`src/hw/fbmon_defs.vh`:
```
/*
 constants of the fieldbus sync and error monitor: error codes, classes,
 latched word bit positions and sync lock count.
 assumes the includer runs on one clock with a synchronous reset.
*/
// Operation
// - two cycles without sync raise class 2 sync-missing error, error bit 21
// - one sync missed then next sync mistimed raises class 2 error, bit 21
// - unsupported or too deviant cycle time raises class 2 error, bit 21
// - tolerance above a quarter of cycle time raises class 2 error, bit 21
// - invalid I/O configuration raises class 1 error bit 21 with register address
// - module faults raise class 2 errors bit 21; general module error is class 1
// - modbus link interruption reports class 2 error or class 0 warning, bit 5
// - wrong monitor object count raises class 0 warning, warning bit 5
// - unsupported modbus service raises class 0 warning, warning bit 5
`ifndef FBMON_DEFS_VH
`define FBMON_DEFS_VH

`define BIT_COMM 21
`define BIT_MODBUS 5

`define CLASS_0 2'h0
`define CLASS_1 2'h1
`define CLASS_2 2'h2

`define CODE_NONE 16'h0000
`define CODE_SERVICE 16'hb100
`define CODE_IO_CFG 16'hb101
`define CODE_MOD_GENERAL 16'hb102
`define CODE_MOD_CHANNEL 16'hb103
`define CODE_MOD_INTERNAL 16'hb104
`define CODE_MOD_IO_TIMEOUT 16'hb105
`define CODE_MOD_MAPPING 16'hb106
`define CODE_CYCLE_TIME 16'hb120
`define CODE_SYNC_MISSING 16'hb121
`define CODE_SYNC_WRONG 16'hb122
`define CODE_TOLERANCE 16'hb123
`define CODE_NOT_SYNC 16'hb124
`define CODE_PROTOCOL 16'hb200
`define CODE_LINK_ERR 16'hb201
`define CODE_LINK_WARN 16'hb202
`define CODE_MONITOR_COUNT 16'hb203

`define SYNC_LOCK_CYCLES 7'h78

`endif

```
`src/hw/fieldbus_sync_error_monitor.v`:
```
/*
 fieldbus sync and error monitor: watches the master sync pin against the
 configured cycle time, collects module and modbus fault pulses, latches them
 into error and warning words and reports one coded event per cycle.
 assumes fault pulses and configuration come from logic on clk_in; the sync
 pin is asynchronous. cycle time and tolerance are counted in clk_in cycles.
*/
`include "fbmon_defs.vh"

module fieldbus_sync_error_monitor #(
	parameter CW = 24,
	parameter [23:0] MIN_CYCLE = 24'h0000c8,
	parameter [23:0] MAX_CYCLE = 24'h30d400
) (
	// clock and reset
	input wire clk_in,
	input wire rst_n_in,
	// sync pin and cyclic configuration
	input wire sync_pin_in,
	input wire sync_enable_in,
	input wire [CW-1:0] cfg_cycle_time_in,
	input wire [CW-1:0] cfg_tolerance_in,
	input wire op_mode_activate_in,
	// configuration and module fault pulses
	input wire io_cfg_invalid_in,
	input wire [15:0] io_cfg_addr_in,
	input wire mod_general_in,
	input wire mod_channel_closed_in,
	input wire mod_internal_comm_in,
	input wire mod_io_timeout_in,
	input wire mod_io_mapping_in,
	// modbus pulses and link report mode
	input wire modbus_link_lost_in,
	input wire link_lost_is_error_in,
	input wire modbus_monitor_count_in,
	input wire modbus_service_in,
	input wire modbus_protocol_in,
	// clear masks
	input wire [31:0] clear_errors_in,
	input wire [31:0] clear_warnings_in,
	// latched words and event report
	output reg [31:0] latched_error_signals_out,
	output reg [31:0] latched_warnings_out,
	output reg event_valid_out,
	output reg [15:0] event_code_out,
	output reg [1:0] event_class_out,
	output reg [15:0] event_info_out,
	output reg sync_locked_out
);

	reg sync_meta_reg;
	reg sync_s_reg;
	reg sync_d_reg;
	reg enable_d_reg;
	reg seen_reg;
	reg missed_reg;
	reg [CW:0] count_reg;
	reg [6:0] good_reg;

	wire sync_rise;
	wire start;
	wire [CW:0] cfg_ext;
	wire [CW:0] tol_ext;
	wire [CW:0] twice;
	wire [CW:0] late_limit;
	wire [CW:0] diff;
	wire [CW+2:0] tol_x4;
	wire deviant;
	wire ev_missing;
	wire ev_wrong;
	wire ev_cycle;
	wire ev_tol;
	wire ev_not_sync;

	assign sync_rise = sync_s_reg & ~sync_d_reg;
	assign start = sync_enable_in & ~enable_d_reg;
	assign cfg_ext = {1'b0, cfg_cycle_time_in};
	assign tol_ext = {1'b0, cfg_tolerance_in};
	assign twice = {cfg_cycle_time_in, 1'b0};
	assign late_limit = cfg_ext + tol_ext;
	assign diff = (count_reg > cfg_ext) ? (count_reg - cfg_ext) : (cfg_ext - count_reg);
	assign deviant = diff > tol_ext;
	assign tol_x4 = {tol_ext, 2'b00};
	assign ev_missing = sync_enable_in & ~sync_rise &
		(count_reg + {{CW{1'b0}}, 1'b1} >= twice);
	assign ev_wrong = sync_enable_in & sync_rise & seen_reg & deviant & missed_reg;
	assign ev_cycle = (start & ((cfg_cycle_time_in < MIN_CYCLE[CW-1:0]) |
		(cfg_cycle_time_in > MAX_CYCLE[CW-1:0]))) |
		(sync_enable_in & sync_rise & seen_reg & deviant & ~missed_reg);
	assign ev_tol = start & (tol_x4 > {2'b00, cfg_ext});
	// judged on the reported lock so the warning and the lock output agree
	assign ev_not_sync = op_mode_activate_in & ~sync_locked_out;

	// sync pin synchroniser
	always @(posedge clk_in) begin
		if (!rst_n_in) begin
			sync_meta_reg <= 1'b0;
			sync_s_reg <= 1'b0;
		end else begin
			sync_meta_reg <= sync_pin_in;
			sync_s_reg <= sync_meta_reg;
		end
	end

	// cycle measurement and lock counting
	always @(posedge clk_in) begin
		if (!rst_n_in) begin
			sync_d_reg <= 1'b0;
			enable_d_reg <= 1'b0;
			seen_reg <= 1'b0;
			missed_reg <= 1'b0;
			count_reg <= {(CW+1){1'b0}};
			good_reg <= 7'h00;
		end else begin
			sync_d_reg <= sync_s_reg;
			enable_d_reg <= sync_enable_in;
			if (!sync_enable_in) begin
				seen_reg <= 1'b0;
				missed_reg <= 1'b0;
				count_reg <= {(CW+1){1'b0}};
				good_reg <= 7'h00;
			end else if (sync_rise) begin
				seen_reg <= 1'b1;
				missed_reg <= 1'b0;
				count_reg <= {{CW{1'b0}}, 1'b1};
				if (seen_reg && deviant) begin
					good_reg <= 7'h00;
				end else if (seen_reg && good_reg < `SYNC_LOCK_CYCLES) begin
					good_reg <= good_reg + 7'h01;
				end
			end else if (ev_missing) begin
				missed_reg <= 1'b0;
				count_reg <= {(CW+1){1'b0}};
				good_reg <= 7'h00;
			end else begin
				count_reg <= count_reg + {{CW{1'b0}}, 1'b1};
				if (count_reg > late_limit) begin
					missed_reg <= 1'b1;
				end
			end
		end
	end

	// event collection
	reg [31:0] err_set;
	reg [31:0] warn_set;
	reg ev_valid;
	reg [15:0] ev_code;
	reg [1:0] ev_class;
	reg [15:0] ev_info;
	wire link_err;
	wire link_warn;
	wire comm_err;
	wire modbus_warn;

	assign link_err = modbus_link_lost_in & link_lost_is_error_in;
	assign link_warn = modbus_link_lost_in & ~link_lost_is_error_in;
	assign comm_err = ev_missing | ev_wrong | ev_cycle | ev_tol | io_cfg_invalid_in |
		mod_general_in | mod_channel_closed_in | mod_internal_comm_in |
		mod_io_timeout_in | mod_io_mapping_in;
	assign modbus_warn = link_warn | modbus_monitor_count_in | modbus_service_in |
		modbus_protocol_in;

	always @* begin
		err_set = 32'h00000000;
		warn_set = 32'h00000000;
		err_set[`BIT_COMM] = comm_err;
		err_set[`BIT_MODBUS] = link_err;
		warn_set[`BIT_COMM] = ev_not_sync;
		warn_set[`BIT_MODBUS] = modbus_warn;
		ev_valid = 1'b1;
		ev_info = 16'h0000;
		ev_code = `CODE_NONE;
		ev_class = `CLASS_0;
		if (ev_missing) begin
			ev_code = `CODE_SYNC_MISSING;
			ev_class = `CLASS_2;
		end else if (ev_wrong) begin
			ev_code = `CODE_SYNC_WRONG;
			ev_class = `CLASS_2;
		end else if (ev_cycle) begin
			ev_code = `CODE_CYCLE_TIME;
			ev_class = `CLASS_2;
		end else if (ev_tol) begin
			ev_code = `CODE_TOLERANCE;
			ev_class = `CLASS_2;
		end else if (mod_channel_closed_in) begin
			ev_code = `CODE_MOD_CHANNEL;
			ev_class = `CLASS_2;
		end else if (mod_internal_comm_in) begin
			ev_code = `CODE_MOD_INTERNAL;
			ev_class = `CLASS_2;
		end else if (mod_io_timeout_in) begin
			ev_code = `CODE_MOD_IO_TIMEOUT;
			ev_class = `CLASS_2;
		end else if (mod_io_mapping_in) begin
			ev_code = `CODE_MOD_MAPPING;
			ev_class = `CLASS_2;
		end else if (link_err) begin
			ev_code = `CODE_LINK_ERR;
			ev_class = `CLASS_2;
		end else if (io_cfg_invalid_in) begin
			ev_code = `CODE_IO_CFG;
			ev_class = `CLASS_1;
			ev_info = io_cfg_addr_in;
		end else if (mod_general_in) begin
			ev_code = `CODE_MOD_GENERAL;
			ev_class = `CLASS_1;
		end else if (ev_not_sync) begin
			ev_code = `CODE_NOT_SYNC;
		end else if (link_warn) begin
			ev_code = `CODE_LINK_WARN;
		end else if (modbus_monitor_count_in) begin
			ev_code = `CODE_MONITOR_COUNT;
		end else if (modbus_service_in) begin
			ev_code = `CODE_SERVICE;
		end else if (modbus_protocol_in) begin
			ev_code = `CODE_PROTOCOL;
		end else begin
			ev_valid = 1'b0;
		end
	end

	// latched words: a set in the clearing cycle wins
	always @(posedge clk_in) begin
		if (!rst_n_in) begin
			latched_error_signals_out <= 32'h00000000;
			latched_warnings_out <= 32'h00000000;
			event_valid_out <= 1'b0;
			event_code_out <= `CODE_NONE;
			event_class_out <= `CLASS_0;
			event_info_out <= 16'h0000;
			sync_locked_out <= 1'b0;
		end else begin
			latched_error_signals_out <= (latched_error_signals_out & ~clear_errors_in) |
				err_set;
			latched_warnings_out <= (latched_warnings_out & ~clear_warnings_in) |
				warn_set;
			event_valid_out <= ev_valid;
			event_code_out <= ev_code;
			event_class_out <= ev_class;
			event_info_out <= ev_info;
			sync_locked_out <= sync_enable_in & (good_reg >= `SYNC_LOCK_CYCLES);
		end
	end

endmodule

```
`config.mk`:
```
export PLATFORM = sky130hd
export DESIGN_NAME = fieldbus_sync_error_monitor
export DESIGN_NICKNAME = d
export VERILOG_FILES = /design/src/hw/fieldbus_sync_error_monitor.v
export VERILOG_INCLUDE_DIRS = /design/src /design/src/hw
export SDC_FILE = /design/constraint.sdc
export NUM_CORES = 1
export LEC_CHECK = 0
export ABC_AREA = 1
export BUFFER_PORTS_ARGS = -buffer_cell sky130_fd_sc_hd__buf_2
export CAP_MARGIN = 5
export CORE_MARGIN = 3
export CORE_UTILIZATION = 44
export DETAILED_ROUTE_END_ITERATION = 6
export GPL_ROUTABILITY_DRIVEN = 0
export PLACE_DENSITY = 0.76
export SLEW_MARGIN = 10
export SYNTH_ARGS = -nofsm -noshare
export SYNTH_HDL_FRONTEND = slang
export SYNTH_SLANG_ARGS = --single-unit
```
`constraint.sdc`:
```
create_clock -name clk_in -period 8.75 [get_ports clk_in]
set_input_delay 0.875 -clock clk_in [delete_from_list [all_inputs] [get_ports clk_in]]
set_output_delay 0.875 -clock clk_in [all_outputs]
set_load 0.005 [all_outputs]
```
## Word-level counts from Yosys, hierarchy flattened

Index checks and enable logic that the tools add are counted.

| storage, ports and cells | value |
|---|---|
| register bits | 138 |
| latch bits | 0 |
| memory bits (writable) | 0 |
| bits in read-only memories | 0 |
| input port bits | 144 |
| logic and storage cells | 142 |
| memories kept | 0 |

| cells by class | value |
|---|---|
| $add $sub $neg | 5 |
| $mul | 0 |
| div/mod/pow operators | 0 |
| order comparisons | 9 |
| equality and inequality tests | 1 |
| shift operators | 0 |
| multiplexer cells | 50 |
| bitwise operators | 44 |
| reductions and logical operators | 12 |

Operators with widths:

| kind | number |
|---|---|
| 16-bit 2-to-1 mux | 16 |
| 32-bit AND | 2 |
| 32-bit inverter | 2 |
| 32-bit by 22-bit OR with 32-bit output | 2 |
| 25-bit by 24-bit > comparator with 1-bit output | 2 |
| 7-bit 2-to-1 mux | 4 |
| 26-bit by 24-bit > comparator with 1-bit output | 1 |
| 24-bit by 24-bit adder with 25-bit output | 1 |
| 25-bit by 1-bit adder with 25-bit output, second input constant | 1 |
| 25-bit greater-or-equal comparator | 1 |
| 25-bit > comparator | 1 |
| 25-bit 2-to-1 mux | 1 |
| 24-bit by 25-bit subtractor with 25-bit output | 1 |
| 25-bit by 24-bit subtractor with 25-bit output | 1 |
| 24-bit by 22-bit > comparator with 1-bit output, second input constant | 1 |
| 24-bit by 8-bit less-than comparator with 1-bit output, second input constant | 1 |
| 1-bit 2-to-1 mux | 20 |
| 2-bit 2-to-1 mux | 9 |
| 16-bit OR reduction | 1 |
| 1-bit AND | 15 |
| 1-bit OR | 14 |
| 11-bit OR reduction | 1 |
| 10-bit OR reduction | 1 |
| 1-bit inverter | 9 |
| other kinds (11) | 13 |

## Depth between registers and ports, before layout

Gate-level depths: netlist of run 1.

| logic depth | value |
|---|---|
| depth in word-level cells | 16 |
| depth in mapped cells | 41 |
| gate-level depth less buffers | 39 |

## Worst setup path after synthesis of run 1

Ideal clock, no wire load.

| path | value |
|---|---|
| kind | input to register |
| from | input port cfg_cycle_time_in[16] |
| to | register event_info_out[10] |
| arrival | 4.311 ns |
| data required time | 8.638 ns |
| path slack | 4.327 ns |
| stages on the path | 33 |
| buffers on the path | 4 |
| cell sequence | inv_1 > ha_1 > buf_6 > a21oi_2 > inv_1 > a31oi_1 > o21ai_1 > nand2_1 > nand3_2 > nand2_2 > buf_6 > buf_2 > nand2_1 > a31oi_1 > xor2_1 > inv_1 > ha_1 > nand2_1 > nor3_1 > nand2_1 > nand2_1 > nand2_1 > nand2_1 > nand2_1 > nand2_1 > nand2_1 > nand2_1 > nand2_1 > nand2_4 > nand4_4 > nand4_4 > buf_12 > nor2_4 |

| between the ends | value |
|---|---|
| cells in the longest elaborated chain, start to end | 7 |
| elaborated cells on any way between the ends | 18 |
| classes of those cells | add/sub (2); order compare (6); mux (1); bitwise (8); reduce/logical (1) |

RTL lines:

| item | RTL line | RTL |
|---|---|---|
| start: declaration | fieldbus_sync_error_monitor.v:21 | `input wire [CW-1:0] cfg_cycle_time_in,` |
| 24-bit by 25-bit subtractor with 25-bit output, or another cell as far along | fieldbus_sync_error_monitor.v:81 | `assign diff = (count_reg > cfg_ext) ? (count_reg - cfg_ext) : (cfg_ext - count_reg);` |
| 25-bit 2-to-1 mux | fieldbus_sync_error_monitor.v:81 |  |
| 25-bit by 24-bit > comparator with 1-bit output | fieldbus_sync_error_monitor.v:82 | `assign deviant = diff > tol_ext;` |
| 1-bit AND | fieldbus_sync_error_monitor.v:86, fieldbus_sync_error_monitor.v:89 |  |
| 1-bit AND | fieldbus_sync_error_monitor.v:89 | `(sync_enable_in & sync_rise & seen_reg & deviant & ~missed_reg);` |
| 1-bit OR | fieldbus_sync_error_monitor.v:88 | `(cfg_cycle_time_in > MAX_CYCLE[CW-1:0]))) \|` |
| 11-bit OR reduction (no line) * | - |  |
| end signal: assignment | fieldbus_sync_error_monitor.v:242 | `event_info_out <= ev_info;` |
| end: declaration | fieldbus_sync_error_monitor.v:47 | `output reg [15:0] event_info_out,` |

Every way passes the cells marked *; elsewhere a longest branch is shown, timed or not.
A chain may end at the register's enable or synchronous reset.

## Final worst setup path of run 1

| path | value |
|---|---|
| from | input port cfg_cycle_time_in[8] |
| to | register event_info_out[3] |

The elaborated chain is that of the path after synthesis.

==> flow_metrics.env, run 1 <==
export IMPL_outcome="finished with violations"
export IMPL_violations="DRC"
export IMPL_vdd_ir_drop_worst_uv=135
export IMPL_synth_top_area_cells="sky130_fd_sc_hd__dfxtp_1 23%, sky130_fd_sc_hd__ha_1 19%, sky130_fd_sc_hd__nand2_1 11%"
export IMPL_place_hpwl_um=28600
export IMPL_post_cts_setup_buffers=0
export IMPL_io_pins=244
export IMPL_worst_ep_required_ns=9.04
export IMPL_dr_first_iter_drc_count=920
export IMPL_worst_path_max_delay_cell="sky130_fd_sc_hd__ha_1"
export IMPL_timing_critical_path_mode_cell="sky130_fd_sc_hd__nand2_1"
export IMPL_post_synth_top_area_fraction_pct=23.1
export IMPL_clkTransAtPathRegs_ns=0.07
export IMPL_worst_slew_pin_slew_ns=1.10
export IMPL_layout_nets=2142
export IMPL_ant_nets=0
export IMPL_timing_final_crit_period_ns=5.41
export IMPL_finalMaxSlewViolations=0
export IMPL_firstDrtPassIters=7
export IMPL_layout_overhead_on_the_synthesized_area_pct=18.0
export IMPL_cts_htree_levels=4
export IMPL_remaining_drc_errors=1
export IMPL_worst_hold_path_type="reg2reg"
export IMPL_grt_antenna_before_repair=2
export IMPL_critical_path_peak_fanout=29
export IMPL_first_pass_grt_wire_length_um=53100
export IMPL_ys_warnings_count=0
export IMPL_total_leakage_power_nw=6.91
export IMPL_number_of_buffers_added_by_the_clock_tree_synthesis_step=17
export IMPL_placedCellCount=2130
export IMPL_clock_insertion_delay_worst_skew_ns=0.42
export IMPL_synth_area_mm2=0.0111
export IMPL_fin_total_pwr_mw=1.69
export IMPL_finalCoreUtilization_pct=53.3
export IMPL_netlist_top_cell_by_area="sky130_fd_sc_hd__dfxtp_1"
export IMPL_skew_ns=0.0181
export IMPL_clock_path_buffers=2
export IMPL_synth_seq_cells=128
export IMPL_cts_tree="built"
export IMPL_critPathMaxStageDelay_ns=0.49
export IMPL_setup_tns_ns=0
export IMPL_setup_viol=0
export IMPL_numClockSinks=128
export IMPL_critical_path_arrival_ns=5.70
export IMPL_final_layout_size_suffix_gt1_share_pct=19.0
export IMPL_die_y_um=165
export IMPL_viasPerCell=5.34
export IMPL_tot_gr_track_use_pct=24.4
export IMPL_fmax_ghz=0.185
export IMPL_powerDensity_mw_per_mm2=129
export IMPL_start_util_pct=45.2
export IMPL_postRouteWirelength_um=34200
export IMPL_final_cells=2163
export IMPL_wire_per_inst_um=15.8
export IMPL_clockRootBuffer="sky130_fd_sc_hd__clkbuf_16"
export IMPL_synthArstFlopShare_pct=0
export IMPL_ys_flop_type="sky130_fd_sc_hd__dfxtp_1"
export IMPL_grt_pass1_vias=11000
export IMPL_max_slew_margin_rel_pct=26.5
export IMPL_core_region_area_mm2=0.0246
export IMPL_final_fill_count=2402
export IMPL_grt_setup_unrepaired="false"
export IMPL_crit_path_launch_type="primary input"
export IMPL_min_period_over_period_pct=61.8
export IMPL_post_cts_hold_buffer_count=0
export IMPL_die_area_mm2=0.0272
export IMPL_grt_remaining_overflow=0
export IMPL_hold_ws_ns=0.411
export IMPL_synth_enable_flop_cells=0
export IMPL_io_buffer_count=236
export IMPL_cts_resized_gates=0
export IMPL_fp_dieW_um=165
export IMPL_detailroute_via_count=11500
export IMPL_path_class="in2reg"
export IMPL_seq_area_frac_synth_pct=23.1
export IMPL_timing_critical_path_to_type="flop"
export IMPL_post_synth_inst_count=1598
export IMPL_endpoints_failing_hold=0
export IMPL_rows=57
export IMPL_grt_max_degree=71
export IMPL_average_cell_area_after_synthesis_um2=6.96
export IMPL_synth_distinct_cells=55
export IMPL_number_of_max_cap_violations=0
power breakdown:
| group | internal (mW) | switching (mW) |
|---|---|---|
| Clock | 0.389 | 0.324 |
| Combinational | 0.145 | 0.245 |
| Sequential | 0.588 | 0.00358 |
layout by cell type, fill, tap and decap left out, types with 6 or more instances in the layout:
cell type                   count
sky130_fd_sc_hd__o21ai_1       11
sky130_fd_sc_hd__a21oi_2        9
sky130_fd_sc_hd__nand4_1       26
sky130_fd_sc_hd__nand3_2        6
sky130_fd_sc_hd__clkbuf_16     17
sky130_fd_sc_hd__a211oi_1       6
sky130_fd_sc_hd__inv_2         11
sky130_fd_sc_hd__nor2_1       179
sky130_fd_sc_hd__ha_1         170
sky130_fd_sc_hd__o221ai_1       6
sky130_fd_sc_hd__xnor2_1       15
sky130_fd_sc_hd__a21oi_1      136
sky130_fd_sc_hd__xor2_1        51
sky130_fd_sc_hd__dfxtp_1      128
sky130_fd_sc_hd__nand2_1      314
sky130_fd_sc_hd__nor3_1        24
sky130_fd_sc_hd__conb_1         7
sky130_fd_sc_hd__a21o_1         8
sky130_fd_sc_hd__o211ai_1       6
sky130_fd_sc_hd__nor4_1         6
sky130_fd_sc_hd__a31oi_1       11
sky130_fd_sc_hd__nand2_2       10
sky130_fd_sc_hd__o21bai_1       6
sky130_fd_sc_hd__nor2_4        12
sky130_fd_sc_hd__buf_2        236
sky130_fd_sc_hd__o21ai_0       65
sky130_fd_sc_hd__inv_1        242
sky130_fd_sc_hd__nor2_2        13
sky130_fd_sc_hd__nand3_1       43
sky130_fd_sc_hd__clkinv_8       6
sky130_fd_sc_hd__nor3_2         7
layout make-up:
class	instances	area, µm²	area share, %
Clock inverter	15	189	1.44
Antenna cell	1	2.50	0.0191
Inverter	255	957	7.30
Timing Repair Buffer	237	1190	9.06
Clock buffer	17	425	3.24
Multi-Input combinational cell	1186	7390	56.3
Tap cell	324	405	3.09
Sequential cell	128	2560	19.5
logic make-up after synthesis:
kind of cell    share of synthesized area, %
other cells                           0.0337
buf+inv                                 10.7
xor+xnor                                5.20
fa+ha+maj                               19.7
simple gates                            26.5
flops                                   23.1
compound gates                          14.5
mux                                    0.360
worst paths after layout:
path | startpoint | to | slack [ns] | cells after the start
worst max-delay path | cfg_cycle_time_in[8] | event_info_out[3]$_SDFF_PP0_ | 3.34 | 30
worst min-delay path | sync_meta_reg$_SDFF_PN0_ | sync_s_reg$_SDFF_PN0_ | 0.41 | 2
worst max register to register | count_reg[0]$_SDFF_PN0_ | count_reg[17]$_SDFF_PP0_ | 3.49 | 24
worst min register to register | sync_meta_reg$_SDFF_PN0_ | sync_s_reg$_SDFF_PN0_ | 0.41 | 2
routing by layer:
metal	track usage, %	up-vias	routed length, µm
met5	0	-	11
met4	10.3	2	1490
met3	4.82	85	3100
met2	40.6	555	15500
met1	30.8	5252	14100
li1	-	5654	-
critical path, delay by kind of cell:
| kind | cells | cell delay [ns] |
|---|---|---|
| AND/OR/NAND/NOR | 21 | 2.79 |
| adder cells (fa/ha/maj) | 2 | 0.79 |
| buffers and inverters | 4 | 0.55 |
| XOR/XNOR | 1 | 0.18 |
| AO/OA/AOI/OAI | 2 | 0.48 |
cell usage after synthesis (12+ instances only):
library cell and count:
sky130_fd_sc_hd__a21oi_1 136, sky130_fd_sc_hd__buf_4 12, sky130_fd_sc_hd__nand3_1 43, sky130_fd_sc_hd__inv_1 242
sky130_fd_sc_hd__xor2_1 51, sky130_fd_sc_hd__o21ai_0 65, sky130_fd_sc_hd__nor2_4 12, sky130_fd_sc_hd__nor2_2 13
sky130_fd_sc_hd__nor2_1 179, sky130_fd_sc_hd__nand4_1 26, sky130_fd_sc_hd__ha_1 170, sky130_fd_sc_hd__dfxtp_1 128
sky130_fd_sc_hd__nor3_1 24, sky130_fd_sc_hd__nand2_1 314, sky130_fd_sc_hd__xnor2_1 15
through the flow:
stage | worst slack, ns | cell area, µm²
floorplan | 4.33 | 11100
global placement | 3.06 | 12500
detailed placement | 3.02 | 12500
CTS | 3.45 | 13100
global route | 2.82 | 13100
finish | 3.34 | 13100
No activity file was read; power rests on OpenSTA's default activity.
==> run 2, diff against run 1 <==
- clock period: 8.75 -> 5.2 ns (I/O delays scaled with it)
==> flow_metrics.env, run 2 (same netlist as run 1, synthesis figures left out) <==
export IMPL_cts_htree_levels=4
export IMPL_remaining_drc_errors=0
export IMPL_most_common_layout_cells="314 x sky130_fd_sc_hd__nand2_1, 242 x sky130_fd_sc_hd__inv_1, 236 x sky130_fd_sc_hd__buf_2"
export IMPL_fin_total_pwr_mw=2.84
export IMPL_most_frequent_standard_cell_in_the_layout_excluding_fill_and_tap_cells="sky130_fd_sc_hd__nand2_1"
export IMPL_detailroute_via_count=11500
export IMPL_fmax_ghz=0.207
export IMPL_final_fill_count=2401
export IMPL_multiInputGateArea_mm2=0.00739
export IMPL_dr_first_iter_drc_count=838
export IMPL_crit_reg2reg_launch="count_reg[0]$_SDFF_PN0_"
export IMPL_cts_resized_gates=0
export IMPL_viasPerCell=5.31
export IMPL_grt_setup_unrepaired="false"
export IMPL_critical_path_arrival_ns=5.14
export IMPL_io_buffer_count=236
export IMPL_max_slew_margin_rel_pct=40.6
export IMPL_vdd_ir_drop_worst_uv=228
export IMPL_finalMaxSlewViolations=0
export IMPL_ant_nets=0
export IMPL_clkTransAtPathRegs_ns=0.07
export IMPL_skew_ns=0.0145
export IMPL_min_period_over_period_pct=93.1
export IMPL_powerDensity_mw_per_mm2=216
export IMPL_timing_final_crit_period_ns=4.84
export IMPL_fp_dieW_um=165
export IMPL_postRouteWirelength_um=34900
export IMPL_wire_per_inst_um=16.0
export IMPL_timing_critical_path_mode_cell="sky130_fd_sc_hd__nand2_1"
export IMPL_worst_ep_required_ns=5.50
export IMPL_worst_hold_path_type="in2reg"
export IMPL_number_of_max_cap_violations=0
export IMPL_total_leakage_power_nw=6.95
export IMPL_crit_path_launch_type="flop"
export IMPL_outcome="completed"
export IMPL_io_pins=244
export IMPL_seqCellArea_mm2=0.00256
export IMPL_place_hpwl_um=29200
export IMPL_clockRootBuffer="sky130_fd_sc_hd__clkbuf_16"
export IMPL_setup_viol=0
export IMPL_die_area_mm2=0.0272
export IMPL_grt_max_degree=63
export IMPL_critPathMaxStageDelay_ns=0.56
export IMPL_critical_path_peak_fanout=16
export IMPL_die_y_um=165
export IMPL_clock_insertion_delay_worst_skew_ns=0.42
export IMPL_grt_remaining_overflow=0
export IMPL_setup_tns_ns=0
export IMPL_worst_slew_pin_slew_ns=0.888
export IMPL_endpoints_failing_hold=0
export IMPL_fin_area_mm2=0.0132
export IMPL_layout_overhead_on_the_synthesized_area_pct=18.7
export IMPL_firstDrtPassIters=6
export IMPL_grt_antenna_before_repair=2
export IMPL_cts_tree="built"
export IMPL_path_class="reg2reg"
export IMPL_tot_gr_track_use_pct=25.2
export IMPL_dpl_cell_area_mm2=0.0126
export IMPL_layout_nets=2153
export IMPL_timing_critical_path_to_type="flop"
export IMPL_core_region_area_mm2=0.0246
export IMPL_worst_path_max_delay_cell="sky130_fd_sc_hd__dfxtp_1"
export IMPL_rows=57
export IMPL_final_layout_size_suffix_gt1_share_pct=19.5
export IMPL_start_util_pct=45.2
export IMPL_first_pass_grt_wire_length_um=54400
export IMPL_clock_path_buffers=2
export IMPL_grt_pass1_vias=11300
export IMPL_worstSetupStartpoint="count_reg[0]$_SDFF_PN0_"
export IMPL_timing_hold_worst_start="clear_warnings_in[12]"
export IMPL_numClockSinks=128
export IMPL_hold_ws_ns=0.241
export IMPL_number_of_buffers_added_by_the_clock_tree_synthesis_step=17
==> run 2: cell types whose count changed in the layout (fill, tap and decap cells not counted) <==
cell	before	now
sky130_fd_sc_hd__inv_8	5	3
sky130_fd_sc_hd__inv_6	3	5
sky130_fd_sc_hd__clkinv_8	6	4
sky130_fd_sc_hd__clkinvlp_4	0	2
sky130_fd_sc_hd__diode_2	1	2
sky130_fd_sc_hd__buf_4	1	11
sky130_fd_sc_hd__buf_12	0	1
==> run 2: repair_timing <==
| action | CTS | global route |
|---|---|---|
| buffers inserted | 0 | 1 |
| hold buffers | 0 | 0 |
| endpoints found under the setup margin | 0 | 16 |
==> run 2: final timing paths <==
check / endpoint / slack, ns / cells past startpoint
max: event_info_out[2]$_SDFF_PP0_ / 0.36 / 27
min: latched_warnings_out[12]$_SDFF_PN0_ / 0.24 / 2
min reg2reg: sync_s_reg$_SDFF_PN0_ / 0.41 / 2
max reg2reg: event_info_out[2]$_SDFF_PP0_ / 0.36 / 27
==> run 2: through the flow <==
stage | setup slack, ns | instances | util [%]
floorplan | 1.13 | 1604 | -
finish | 0.359 | 2175 | 53.6
global route | 0.0402 | 2175 | 53.6
CTS | 0.277 | 2172 | 53.5
global placement | 0.329 | 2140 | 51.1
detailed placement | 0.206 | 2140 | 51.1
==> run 2: layer usage <==
layer | up-vias | wire length [µm] | GRT usage, % | share of wire, %
met5 | - | 0 | 0 | 0
met4 | 0 | 1260 | 11.1 | 3.6
met3 | 78 | 3120 | 4.44 | 8.9
met2 | 572 | 16500 | 42.8 | 47
met1 | 5215 | 14000 | 31.1 | 40
li1 | 5684 | - | - | -
==> run 2: power breakdown <==
part	leakage [nW]	internal (mW)	switching (mW)
Combinational	5.63	0.247	0.416
Clock	0.282	0.643	0.542
Sequential	1.04	0.989	0.00643
==> run 2: worst max-delay path: cells and delay by family, from the launching register on <==
family                   cells  cell delay [ns]
AND/OR/NAND/NOR             19             2.79
buffers and inverters        5             0.55
adder cells (fa/ha/maj)      2             0.57
XOR/XNOR                     1             0.25
flip-flops                   1             0.56
==> run 2: layout make-up <==
class | instances | share of cell area (%)
Antenna cell | 2 | 0.0379
Clock buffer | 17 | 3.22
Clock inverter | 15 | 1.26
Inverter | 255 | 7.26
Multi-Input combinational cell | 1186 | 56.0
Sequential cell | 128 | 19.4
Tap cell | 324 | 3.07
Timing Repair Buffer | 248 | 9.73
